$ cat config.mk
export PLATFORM = sky130hd
export DESIGN_NAME = threshold_relay_and_duty_output
export DESIGN_NICKNAME = d
export VERILOG_FILES = /design/src/rtl/threshold_relay_and_duty_output.v
export VERILOG_INCLUDE_DIRS = /design/src /design/src/inc
export SDC_FILE = /design/constraint.sdc
export NUM_CORES = 2
export LEC_CHECK = 0
export ABC_AREA = 1
export BUFFER_PORTS_ARGS = -buffer_cell sky130_fd_sc_hd__buf_4
export CAP_MARGIN = 20
export CORE_ASPECT_RATIO = 1.5
export CORE_UTILIZATION = 37
export CTS_CLUSTER_DIAMETER = 200
export DETAILED_ROUTE_END_ITERATION = 7
export MAX_ROUTING_LAYER = met4
export PLACE_DENSITY = 0.58
export SLEW_MARGIN = 30
export SYNTH_ARGS = -nofsm -noshare
export SYNTH_HDL_FRONTEND = slang
export SYNTH_SLANG_ARGS = --single-unit
$ cat constraint.sdc
create_clock -name mclk -period 224.4 [get_ports mclk]
set_clock_uncertainty 0.15 [all_clocks]
set_input_delay 33.66 -clock mclk [delete_from_list [all_inputs] [get_ports mclk]]
set_output_delay 33.66 -clock mclk [all_outputs]
set_load 0.02 [all_outputs]
$ cat src/inc/relay_duty_map.vh
// Register addresses, mode encodings, reset values and timing constants of the threshold relay and duty output
`ifndef RELAY_DUTY_MAP_VH
`define RELAY_DUTY_MAP_VH
`define ADDR_MODE 8'h00
`define ADDR_THR1 8'h04
`define ADDR_THR2 8'h08
`define ADDR_BAND 8'h0C
`define ADDR_DELAY 8'h10
`define ADDR_RANGE_LO 8'h14
`define ADDR_RANGE_HI 8'h18
`define ADDR_PERIOD 8'h1C
`define ADDR_MINTIME 8'h20
`define ADDR_SOURCE 8'h24
`define ADDR_STATUS 8'h28
`define MODE_DISABLED 3'h0
`define MODE_ON_ABOVE 3'h1
`define MODE_OFF_ABOVE 3'h2
`define MODE_INSIDE 3'h3
`define MODE_OUTSIDE 3'h4
`define MODE_DUTY 3'h5
`define FAULT_OFF 2'h0
`define FAULT_ON 2'h1
`define FAULT_HOLD 2'h2
`define SRC_INPUT 2'h0
`define SRC_BUS 2'h1
`define SRC_LOOP_H 2'h2
`define SRC_LOOP_C 2'h3
`define TICK_FAST_NS 1000000
`define TICK_SLOW_NS 100000000
`define CLK_NS 8
`define PCT_FULL 8'h64
`define RANGE_HI_RST 16'h0064
`define PERIOD_RST 16'h000A
`endif

$ cat src/rtl/threshold_relay_and_duty_output.v
// Window comparator relay and duty-cycle open-collector output with AHB-Lite registers
//
// Decided for this implementation: the register addresses and register access over AHB-Lite.
`timescale 1ns/1ps
`include "relay_duty_map.vh"
`default_nettype none
module threshold_relay_and_duty_output #(
  parameter integer TICK_FAST_CYC = `TICK_FAST_NS / `CLK_NS,
  parameter integer TICK_SLOW_CYC = `TICK_SLOW_NS / `CLK_NS,
  parameter HAS_OC = 1'b1
) (
  input wire mclk,
  input wire rst,
  input wire ce,
  input wire hsel,
  input wire [7:0] haddr,
  input wire [1:0] htrans,
  input wire hwrite,
  input wire [2:0] hsize,
  input wire [31:0] hwdata,
  input wire hready,
  output reg [31:0] hrdata,
  output wire hreadyout,
  output wire hresp,
  input wire signed [15:0] measValue,
  input wire signed [15:0] loopHValue,
  input wire signed [15:0] loopCValue,
  input wire alarm,
  output reg relayOut,
  output reg ocOut
);
  // Registers
  reg [2:0] mode_r;
  reg [1:0] faultSel_r;
  reg tickUnit_r;
  reg [1:0] source_r;
  reg signed [15:0] firstThreshold_r, secondThreshold_r, deadbandWidth_r;
  reg [15:0] assertDelay_r, releaseDelay_r;
  reg signed [15:0] rangeLowBound_r, rangeHighBound_r, busValue_r;
  reg [15:0] period_r, minHighTime_r, minLowTime_r;
  reg [7:0] faultFillSetting_r;
  reg wrPend_r;
  reg [7:0] wrAddr_r;

  function signed [16:0] sx;
    input signed [15:0] v;
    sx = {v[15], v};
  endfunction

  assign hreadyout = 1'b1;
  assign hresp = 1'b0;

  wire addrPhase = hsel & htrans[1] & hready;

  always @(posedge mclk)
  begin
    if (rst)
    begin
      wrPend_r <= 1'b0;
      wrAddr_r <= 8'h00;
      hrdata <= 32'h0;
      mode_r <= `MODE_DISABLED;
      faultSel_r <= `FAULT_OFF;
      tickUnit_r <= 1'b0;
      source_r <= `SRC_INPUT;
      firstThreshold_r <= 16'h0;
      secondThreshold_r <= 16'h0;
      deadbandWidth_r <= 16'h0;
      assertDelay_r <= 16'h0;
      releaseDelay_r <= 16'h0;
      rangeLowBound_r <= 16'h0;
      rangeHighBound_r <= `RANGE_HI_RST;
      busValue_r <= 16'h0;
      period_r <= `PERIOD_RST;
      minHighTime_r <= 16'h0;
      minLowTime_r <= 16'h0;
      faultFillSetting_r <= 8'h00;
    end
    else if (ce)
    begin
      wrPend_r <= addrPhase & hwrite;
      wrAddr_r <= haddr;
      if (wrPend_r)
      begin
        if (wrAddr_r == `ADDR_MODE)
        begin
          // Duty mode is refused on a part without an open-collector output
          if (hwdata[2:0] != `MODE_DUTY || HAS_OC)
            mode_r <= hwdata[2:0];
          faultSel_r <= hwdata[5:4];
          tickUnit_r <= hwdata[8];
        end
        else if (wrAddr_r == `ADDR_THR1)
          firstThreshold_r <= hwdata[15:0];
        else if (wrAddr_r == `ADDR_THR2)
          secondThreshold_r <= hwdata[15:0];
        else if (wrAddr_r == `ADDR_BAND)
          deadbandWidth_r <= hwdata[15:0];
        else if (wrAddr_r == `ADDR_DELAY)
        begin
          assertDelay_r <= hwdata[15:0];
          releaseDelay_r <= hwdata[31:16];
        end
        else if (wrAddr_r == `ADDR_RANGE_LO)
          rangeLowBound_r <= hwdata[15:0];
        else if (wrAddr_r == `ADDR_RANGE_HI)
          rangeHighBound_r <= hwdata[15:0];
        else if (wrAddr_r == `ADDR_PERIOD)
          period_r <= hwdata[15:0];
        else if (wrAddr_r == `ADDR_MINTIME)
        begin
          minHighTime_r <= hwdata[15:0];
          minLowTime_r <= hwdata[31:16];
        end
        else if (wrAddr_r == `ADDR_SOURCE)
        begin
          source_r <= hwdata[1:0];
          faultFillSetting_r <= hwdata[15:8];
          busValue_r <= hwdata[31:16];
        end
      end
      if (addrPhase & ~hwrite)
      begin
        if (haddr == `ADDR_MODE)
          hrdata <= {23'h0, tickUnit_r, 2'h0, faultSel_r, 1'b0, mode_r};
        else if (haddr == `ADDR_THR1)
          hrdata <= {16'h0, firstThreshold_r};
        else if (haddr == `ADDR_THR2)
          hrdata <= {16'h0, secondThreshold_r};
        else if (haddr == `ADDR_BAND)
          hrdata <= {16'h0, deadbandWidth_r};
        else if (haddr == `ADDR_DELAY)
          hrdata <= {releaseDelay_r, assertDelay_r};
        else if (haddr == `ADDR_RANGE_LO)
          hrdata <= {16'h0, rangeLowBound_r};
        else if (haddr == `ADDR_RANGE_HI)
          hrdata <= {16'h0, rangeHighBound_r};
        else if (haddr == `ADDR_PERIOD)
          hrdata <= {16'h0, period_r};
        else if (haddr == `ADDR_MINTIME)
          hrdata <= {minLowTime_r, minHighTime_r};
        else if (haddr == `ADDR_SOURCE)
          hrdata <= {busValue_r, faultFillSetting_r, 6'h0, source_r};
        else if (haddr == `ADDR_STATUS)
          hrdata <= {29'h0, alarm, ocOut, relayOut};
        else
          hrdata <= 32'h0;
      end
    end
  end

  // Prescaled tick selected by time unit
  reg [31:0] preCnt_r;
  wire [31:0] preTop = tickUnit_r ? TICK_SLOW_CYC - 1 : TICK_FAST_CYC - 1;
  wire tick = (preCnt_r >= preTop);
  always @(posedge mclk)
  begin
    if (rst)
      preCnt_r <= 32'h0;
    else if (ce)
      preCnt_r <= tick ? 32'h0 : preCnt_r + 32'h1;
  end

  // Window comparator
  wire signed [16:0] thA = sx(firstThreshold_r);
  wire signed [16:0] thB = sx(secondThreshold_r);
  wire signed [16:0] thLo = (thA < thB) ? thA : thB;
  wire signed [16:0] thHi = (thA < thB) ? thB : thA;
  wire signed [16:0] db = sx(deadbandWidth_r);
  wire signed [17:0] inp = {{2{measValue[15]}}, measValue};
  wire signed [17:0] loUp = {thLo[16], thLo} + {db[16], db};
  wire signed [17:0] loDn = {thLo[16], thLo} - {db[16], db};
  wire signed [17:0] hiUp = {thHi[16], thHi} + {db[16], db};
  wire signed [17:0] hiDn = {thHi[16], thHi} - {db[16], db};
  wire signed [17:0] t1Up = {thA[16], thA} + {db[16], db};
  wire signed [17:0] t1Dn = {thA[16], thA} - {db[16], db};
  reg wantOn, wantOff;
  always @*
  begin
    wantOn = 1'b0;
    wantOff = 1'b0;
    case (mode_r)
      `MODE_ON_ABOVE:
      begin
        wantOn = inp > t1Up;
        wantOff = inp < t1Dn;
      end
      `MODE_OFF_ABOVE:
      begin
        wantOn = inp < t1Dn;
        wantOff = inp > t1Up;
      end
      `MODE_INSIDE:
      begin
        wantOn = (inp > loUp) && (inp < hiDn);
        wantOff = (inp < loDn) || (inp > hiUp);
      end
      `MODE_OUTSIDE:
      begin
        wantOn = (inp < loDn) || (inp > hiUp);
        wantOff = (inp > loUp) && (inp < hiDn);
      end
      default:
      begin
        wantOn = 1'b0;
        wantOff = 1'b0;
      end
    endcase
  end

  reg [15:0] dlyCnt_r;
  always @(posedge mclk)
  begin
    if (rst)
    begin
      relayOut <= 1'b0;
      dlyCnt_r <= 16'h0;
    end
    else if (ce)
    begin
      if (mode_r == `MODE_DISABLED || mode_r == `MODE_DUTY)
      begin
        relayOut <= 1'b0;
        dlyCnt_r <= 16'h0;
      end
      else if (alarm)
      begin
        dlyCnt_r <= 16'h0;
        if (faultSel_r == `FAULT_ON)
          relayOut <= 1'b1;
        else if (faultSel_r == `FAULT_OFF)
          relayOut <= 1'b0;
      end
      else if (~relayOut & wantOn)
      begin
        if (dlyCnt_r >= assertDelay_r)
        begin
          relayOut <= 1'b1;
          dlyCnt_r <= 16'h0;
        end
        else if (tick)
          dlyCnt_r <= dlyCnt_r + 16'h1;
      end
      else if (relayOut & wantOff)
      begin
        if (dlyCnt_r >= releaseDelay_r)
        begin
          relayOut <= 1'b0;
          dlyCnt_r <= 16'h0;
        end
        else if (tick)
          dlyCnt_r <= dlyCnt_r + 16'h1;
      end
      else
        dlyCnt_r <= 16'h0;
    end
  end

  // Duty generator
  reg signed [15:0] srcVal;
  always @*
  begin
    case (source_r)
      `SRC_INPUT: srcVal = measValue;
      `SRC_BUS: srcVal = busValue_r;
      `SRC_LOOP_H: srcVal = loopHValue;
      default: srcVal = loopCValue;
    endcase
  end
  wire signed [16:0] spanS = sx(rangeHighBound_r) - sx(rangeLowBound_r);
  wire signed [16:0] offS = sx(srcVal) - sx(rangeLowBound_r);
  wire [15:0] span = spanS[15:0];
  wire [15:0] off = offS[15:0];
  wire [31:0] linHigh = (spanS > 0) ? (period_r * off) / span : 32'h0;
  wire [23:0] alHigh = (period_r * faultFillSetting_r) / `PCT_FULL;
  reg [15:0] highCalc;
  always @*
  begin
    if (alarm)
      highCalc = (faultFillSetting_r >= `PCT_FULL) ? period_r : alHigh[15:0];
    else if (offS < 0)
      highCalc = 16'h0;
    else if (offS >= spanS)
      highCalc = period_r;
    else
      highCalc = linHigh[15:0];
    if (highCalc != 16'h0 && highCalc < minHighTime_r)
      highCalc = minHighTime_r;
    if (highCalc != period_r && period_r - highCalc < minLowTime_r)
      highCalc = period_r - minLowTime_r;
  end
  wire tooLong = ({1'b0, minHighTime_r} + {1'b0, minLowTime_r}) > {1'b0, period_r};

  reg [15:0] perCnt_r, highLat_r;
  reg blockLat_r;
  wire dutyOn = (mode_r == `MODE_DUTY) && HAS_OC;
  wire perEnd = (perCnt_r + 16'h1 >= period_r);
  always @(posedge mclk)
  begin
    if (rst)
    begin
      perCnt_r <= 16'h0;
      highLat_r <= 16'h0;
      blockLat_r <= 1'b1;
      ocOut <= 1'b0;
    end
    else if (ce)
    begin
      if (~dutyOn)
      begin
        perCnt_r <= 16'h0;
        highLat_r <= 16'h0;
        blockLat_r <= 1'b1;
        ocOut <= 1'b0;
      end
      else
      begin
        if (tick)
        begin
          if (perEnd)
          begin
            perCnt_r <= 16'h0;
            highLat_r <= highCalc;
            blockLat_r <= tooLong;
          end
          else
            perCnt_r <= perCnt_r + 16'h1;
        end
        ocOut <= ~blockLat_r && (perCnt_r < highLat_r);
      end
    end
  end
endmodule // threshold_relay_and_duty_output
`default_nettype wire

==> flow_metrics.env <==
export IMPL_run_status="complete, no violations"
export IMPL_ant_nets=0
export IMPL_synthArstFlopShare_pct=0
export IMPL_gp_congestion=1.02
export IMPL_track_usage_pct=25.3
export IMPL_max_freq_ghz=0.00692
export IMPL_cpPeakStageDelay_ns=0.69
export IMPL_synth_cell_types=89
export IMPL_ys_seq_elements=316
export IMPL_maxSlewHeadroom_pct=30.0
export IMPL_r2r_end="highLat_r[3]"
export IMPL_worstSetupEndpointType="flop"
export IMPL_die_y_um=517
export IMPL_core_area_um2=175000
export IMPL_wl_per_cell_um=18.6
export IMPL_cts_root_buffer="clkbuf_16"
export IMPL_hold_path_class="reg2reg"
export IMPL_portBuffers=129
export IMPL_top_layer="met4"
export IMPL_drive_gt1_share_pct=7.73
export IMPL_crit_fanout=41
export IMPL_critPathSlowestCell="inv_1"
export IMPL_hpwl_mm=185
export IMPL_drt_initial_drc_count=3907
export IMPL_rows=188
export IMPL_cts_resized=0
export IMPL_crit_type="in2reg"
export IMPL_via_count=64400
export IMPL_cts_hold_buffers=0
export IMPL_r2r_cells=668
export IMPL_grt_max_degree=102
export IMPL_cap_violations=0
export IMPL_cts_clk_slew_worst_paths_ns=0.06
export IMPL_worstSetupStartpoint="loopHValue[1]"
export IMPL_ys_flop_type="dfxtp_1"
export IMPL_vias_per_cell=5.31
export IMPL_maxSlewViolCount=0
export IMPL_cts_max_path_buffers=3
export IMPL_crit_path_end="highLat_r[3]"
export IMPL_worst_pin_slew_ns=1.05
export IMPL_start_util_pct=37.3
export IMPL_postSynthAreaPerCell_um2=6.64
export IMPL_ys_warn_count=0
export IMPL_numCtsBuffers=36
export IMPL_grt_pass1_vias=62500
export IMPL_hold_violations=0
export IMPL_grt_antenna_before_repair=11
export IMPL_wl_met3_mm=10.9
export IMPL_synth_nets=11200
export IMPL_syn_to_final_growth_pct=6.96
export IMPL_cts_tree="yes"
export IMPL_clock_sinks=316
export IMPL_cp_arrival_ns=144.81
export IMPL_synth_edff_count=0
export IMPL_fp_dieW_um=345
export IMPL_die_area_um2=178000
export IMPL_drc=0
export IMPL_netlist_area_um2=65300
export IMPL_path_common_cell="nand2_1"
export IMPL_ys_seq_area_share_pct=9.68
export IMPL_critPathLaunchType="primary input"
export IMPL_utilization_pct=39.9
export IMPL_fin_setup_tns_ns=0
export IMPL_setup_viol=0
export IMPL_nets=11200
export IMPL_cp_required_ns=224.76
export IMPL_min_period_ns=144.45
export IMPL_drt_met1_wl_mm=92.9
export IMPL_fin_crit_sh_pct=64.4
export IMPL_postSynthCellCount=9835
export IMPL_rsz0062_at_grt="no"
export IMPL_postCtsSetupBuffers=0
export IMPL_r2r_start="source_r[1]"
export IMPL_worstSkewPairLatency_ns=0.58
export IMPL_totalWireLength_mm=226
export IMPL_grt_first_pass_wirelength_mm=347
export IMPL_ff2ff_setup_slack_ns=111.80
export IMPL_ios=136
export IMPL_htreeDepth=2
export IMPL_dr_pass1_iters=6
export IMPL_wl_met2_mm=110
export IMPL_overflow=0
[layout by cell type (no fill, tap or decap), drive strengths merged, types with 6 or more instances in the layout]
| cell type | instances |
|---|---|
| nor3 | 103 |
| nand2 | 2172 |
| a221oi | 11 |
| a21o | 60 |
| o21bai | 117 |
| ha | 976 |
| a21oi | 845 |
| nor3b | 14 |
| o22ai | 19 |
| o221ai | 30 |
| o211ai | 59 |
| or2 | 66 |
| nand4 | 134 |
| inv | 1609 |
| nand3 | 465 |
| dfxtp | 316 |
| and2 | 22 |
| o2111ai | 12 |
| fa | 289 |
| o31ai | 33 |
| a22oi | 11 |
| nor2 | 707 |
| a31oi | 17 |
| a21boi | 14 |
| o21ai | 792 |
| o21a | 22 |
| xnor2 | 144 |
| buf | 214 |
| nor4 | 21 |
| clkbuf | 44 |
| xor2 | 379 |
| a211oi | 35 |
| nand3b | 24 |
| o311ai | 6 |
| clkinv | 35 |
[area by class of cell]
| class | instances | area (um2) |
|---|---|---|
| clock inverters | 20 | 205 |
| clock buffers | 44 | 1010 |
| multi-input cells | 7627 | 51700 |
| well taps | 2280 | 2850 |
| fillers | 18600 | 105000 |
| diodes | 4 | 10.0 |
| repair buffers | 214 | 1630 |
| inverters | 1631 | 6180 |
| flip-flops and latches | 316 | 6330 |
[sequential cells by signal (all words and copies together), names as in the netlist, 16 cells and up]
register	flops
hrdata	32
preCnt_r	32
assertDelay_r	16
busValue_r	16
deadbandWidth_r	16
dlyCnt_r	16
firstThreshold_r	16
highLat_r	16
minHighTime_r	16
minLowTime_r	16
perCnt_r	16
period_r	16
rangeHighBound_r	16
rangeLowBound_r	16
releaseDelay_r	16
secondThreshold_r	16
[critical path, delay by kind of cell]
kind / cells / cell delay, ns
and+or+nand+nor: 234 / 30.21
adders and majority gates: 42 / 14.91
xor gates and xnor gates: 1 / 0.19
buffers and inverters: 127 / 14.22
AOI/OAI and AO/OA: 266 / 51.09
[worst min path at each step]
| stage | depth (start not counted) | slack (ns) | end | startpoint |
|---|---|---|---|---|
| final | 2 | 0.29 | preCnt_r[27] | preCnt_r[27] |
| after global routing | 2 | 0.30 | preCnt_r[25] | preCnt_r[25] |
| after CTS | 2 | 0.29 | preCnt_r[27] | preCnt_r[27] |
| after detailed placement | 2 | 0.28 | preCnt_r[26] | preCnt_r[26] |
| after global placement | 2 | 0.28 | preCnt_r[31] | preCnt_r[31] |
| after floorplan | 2 | 0.27 | preCnt_r[27] | preCnt_r[27] |
[stage by stage]
stage	area, um2	hold WS, ns	worst slack (ns)	std cells
final	69900	0.291	79.95	12100
after global routing	69900	0.300	67.93	12100
after CTS	69900	0.291	79.59	12100
after detailed placement	68700	0.280	79.48	12100
after global placement	68600	0.277	81.23	12100
after floorplan	65300	0.269	92.83	9835
[layer usage]
metal	vias up	GRT usage, %
li1	32200	-
met5	-	-
met2	1593	44.8
met1	30200	28.6
met4	0	11.3
met3	444	2.72
[cell families after synthesis]
group	Yosys count	synth area share, %
XOR/XNOR	523	7.06
AND/OR/NAND/NOR	3734	26.1
other	2	0.0115
adder cells (fa/ha/maj)	1265	27.5
AO/OA/AOI/OAI	2103	18.2
flip-flops	316	9.68
buffers and inverters	1892	11.4
[cell usage after synthesis (all sizes together), types with 12 or more instances]
cell | instances | area (um2)
o221ai | 30 | 263
buf | 50 | 434
a21oi | 845 | 4280
o22ai | 19 | 119
o211ai | 59 | 443
ha | 976 | 12200
nor3b | 14 | 105
xor2 | 379 | 3330
or2 | 66 | 413
nand3 | 465 | 2890
dfxtp | 316 | 6330
o31ai | 33 | 248
nor2 | 707 | 3020
nand2 | 2172 | 8680
o21ai | 792 | 4040
a31oi | 17 | 106
nor4 | 21 | 131
o21bai | 117 | 882
a21boi | 14 | 105
and2 | 22 | 138
nor3 | 103 | 531
a21o | 60 | 450
inv | 1606 | 6050
nand3b | 24 | 180
fa | 289 | 5790
nand4 | 134 | 915
a211oi | 35 | 263
o21a | 22 | 165
clkbuf | 209 | 842
o2111ai | 12 | 105
xnor2 | 144 | 1280
clkinv | 24 | 120
Power is left out: the tool's default activity adds up to more than one toggle a clock period on the data nets, which glitch-free logic cannot reach.
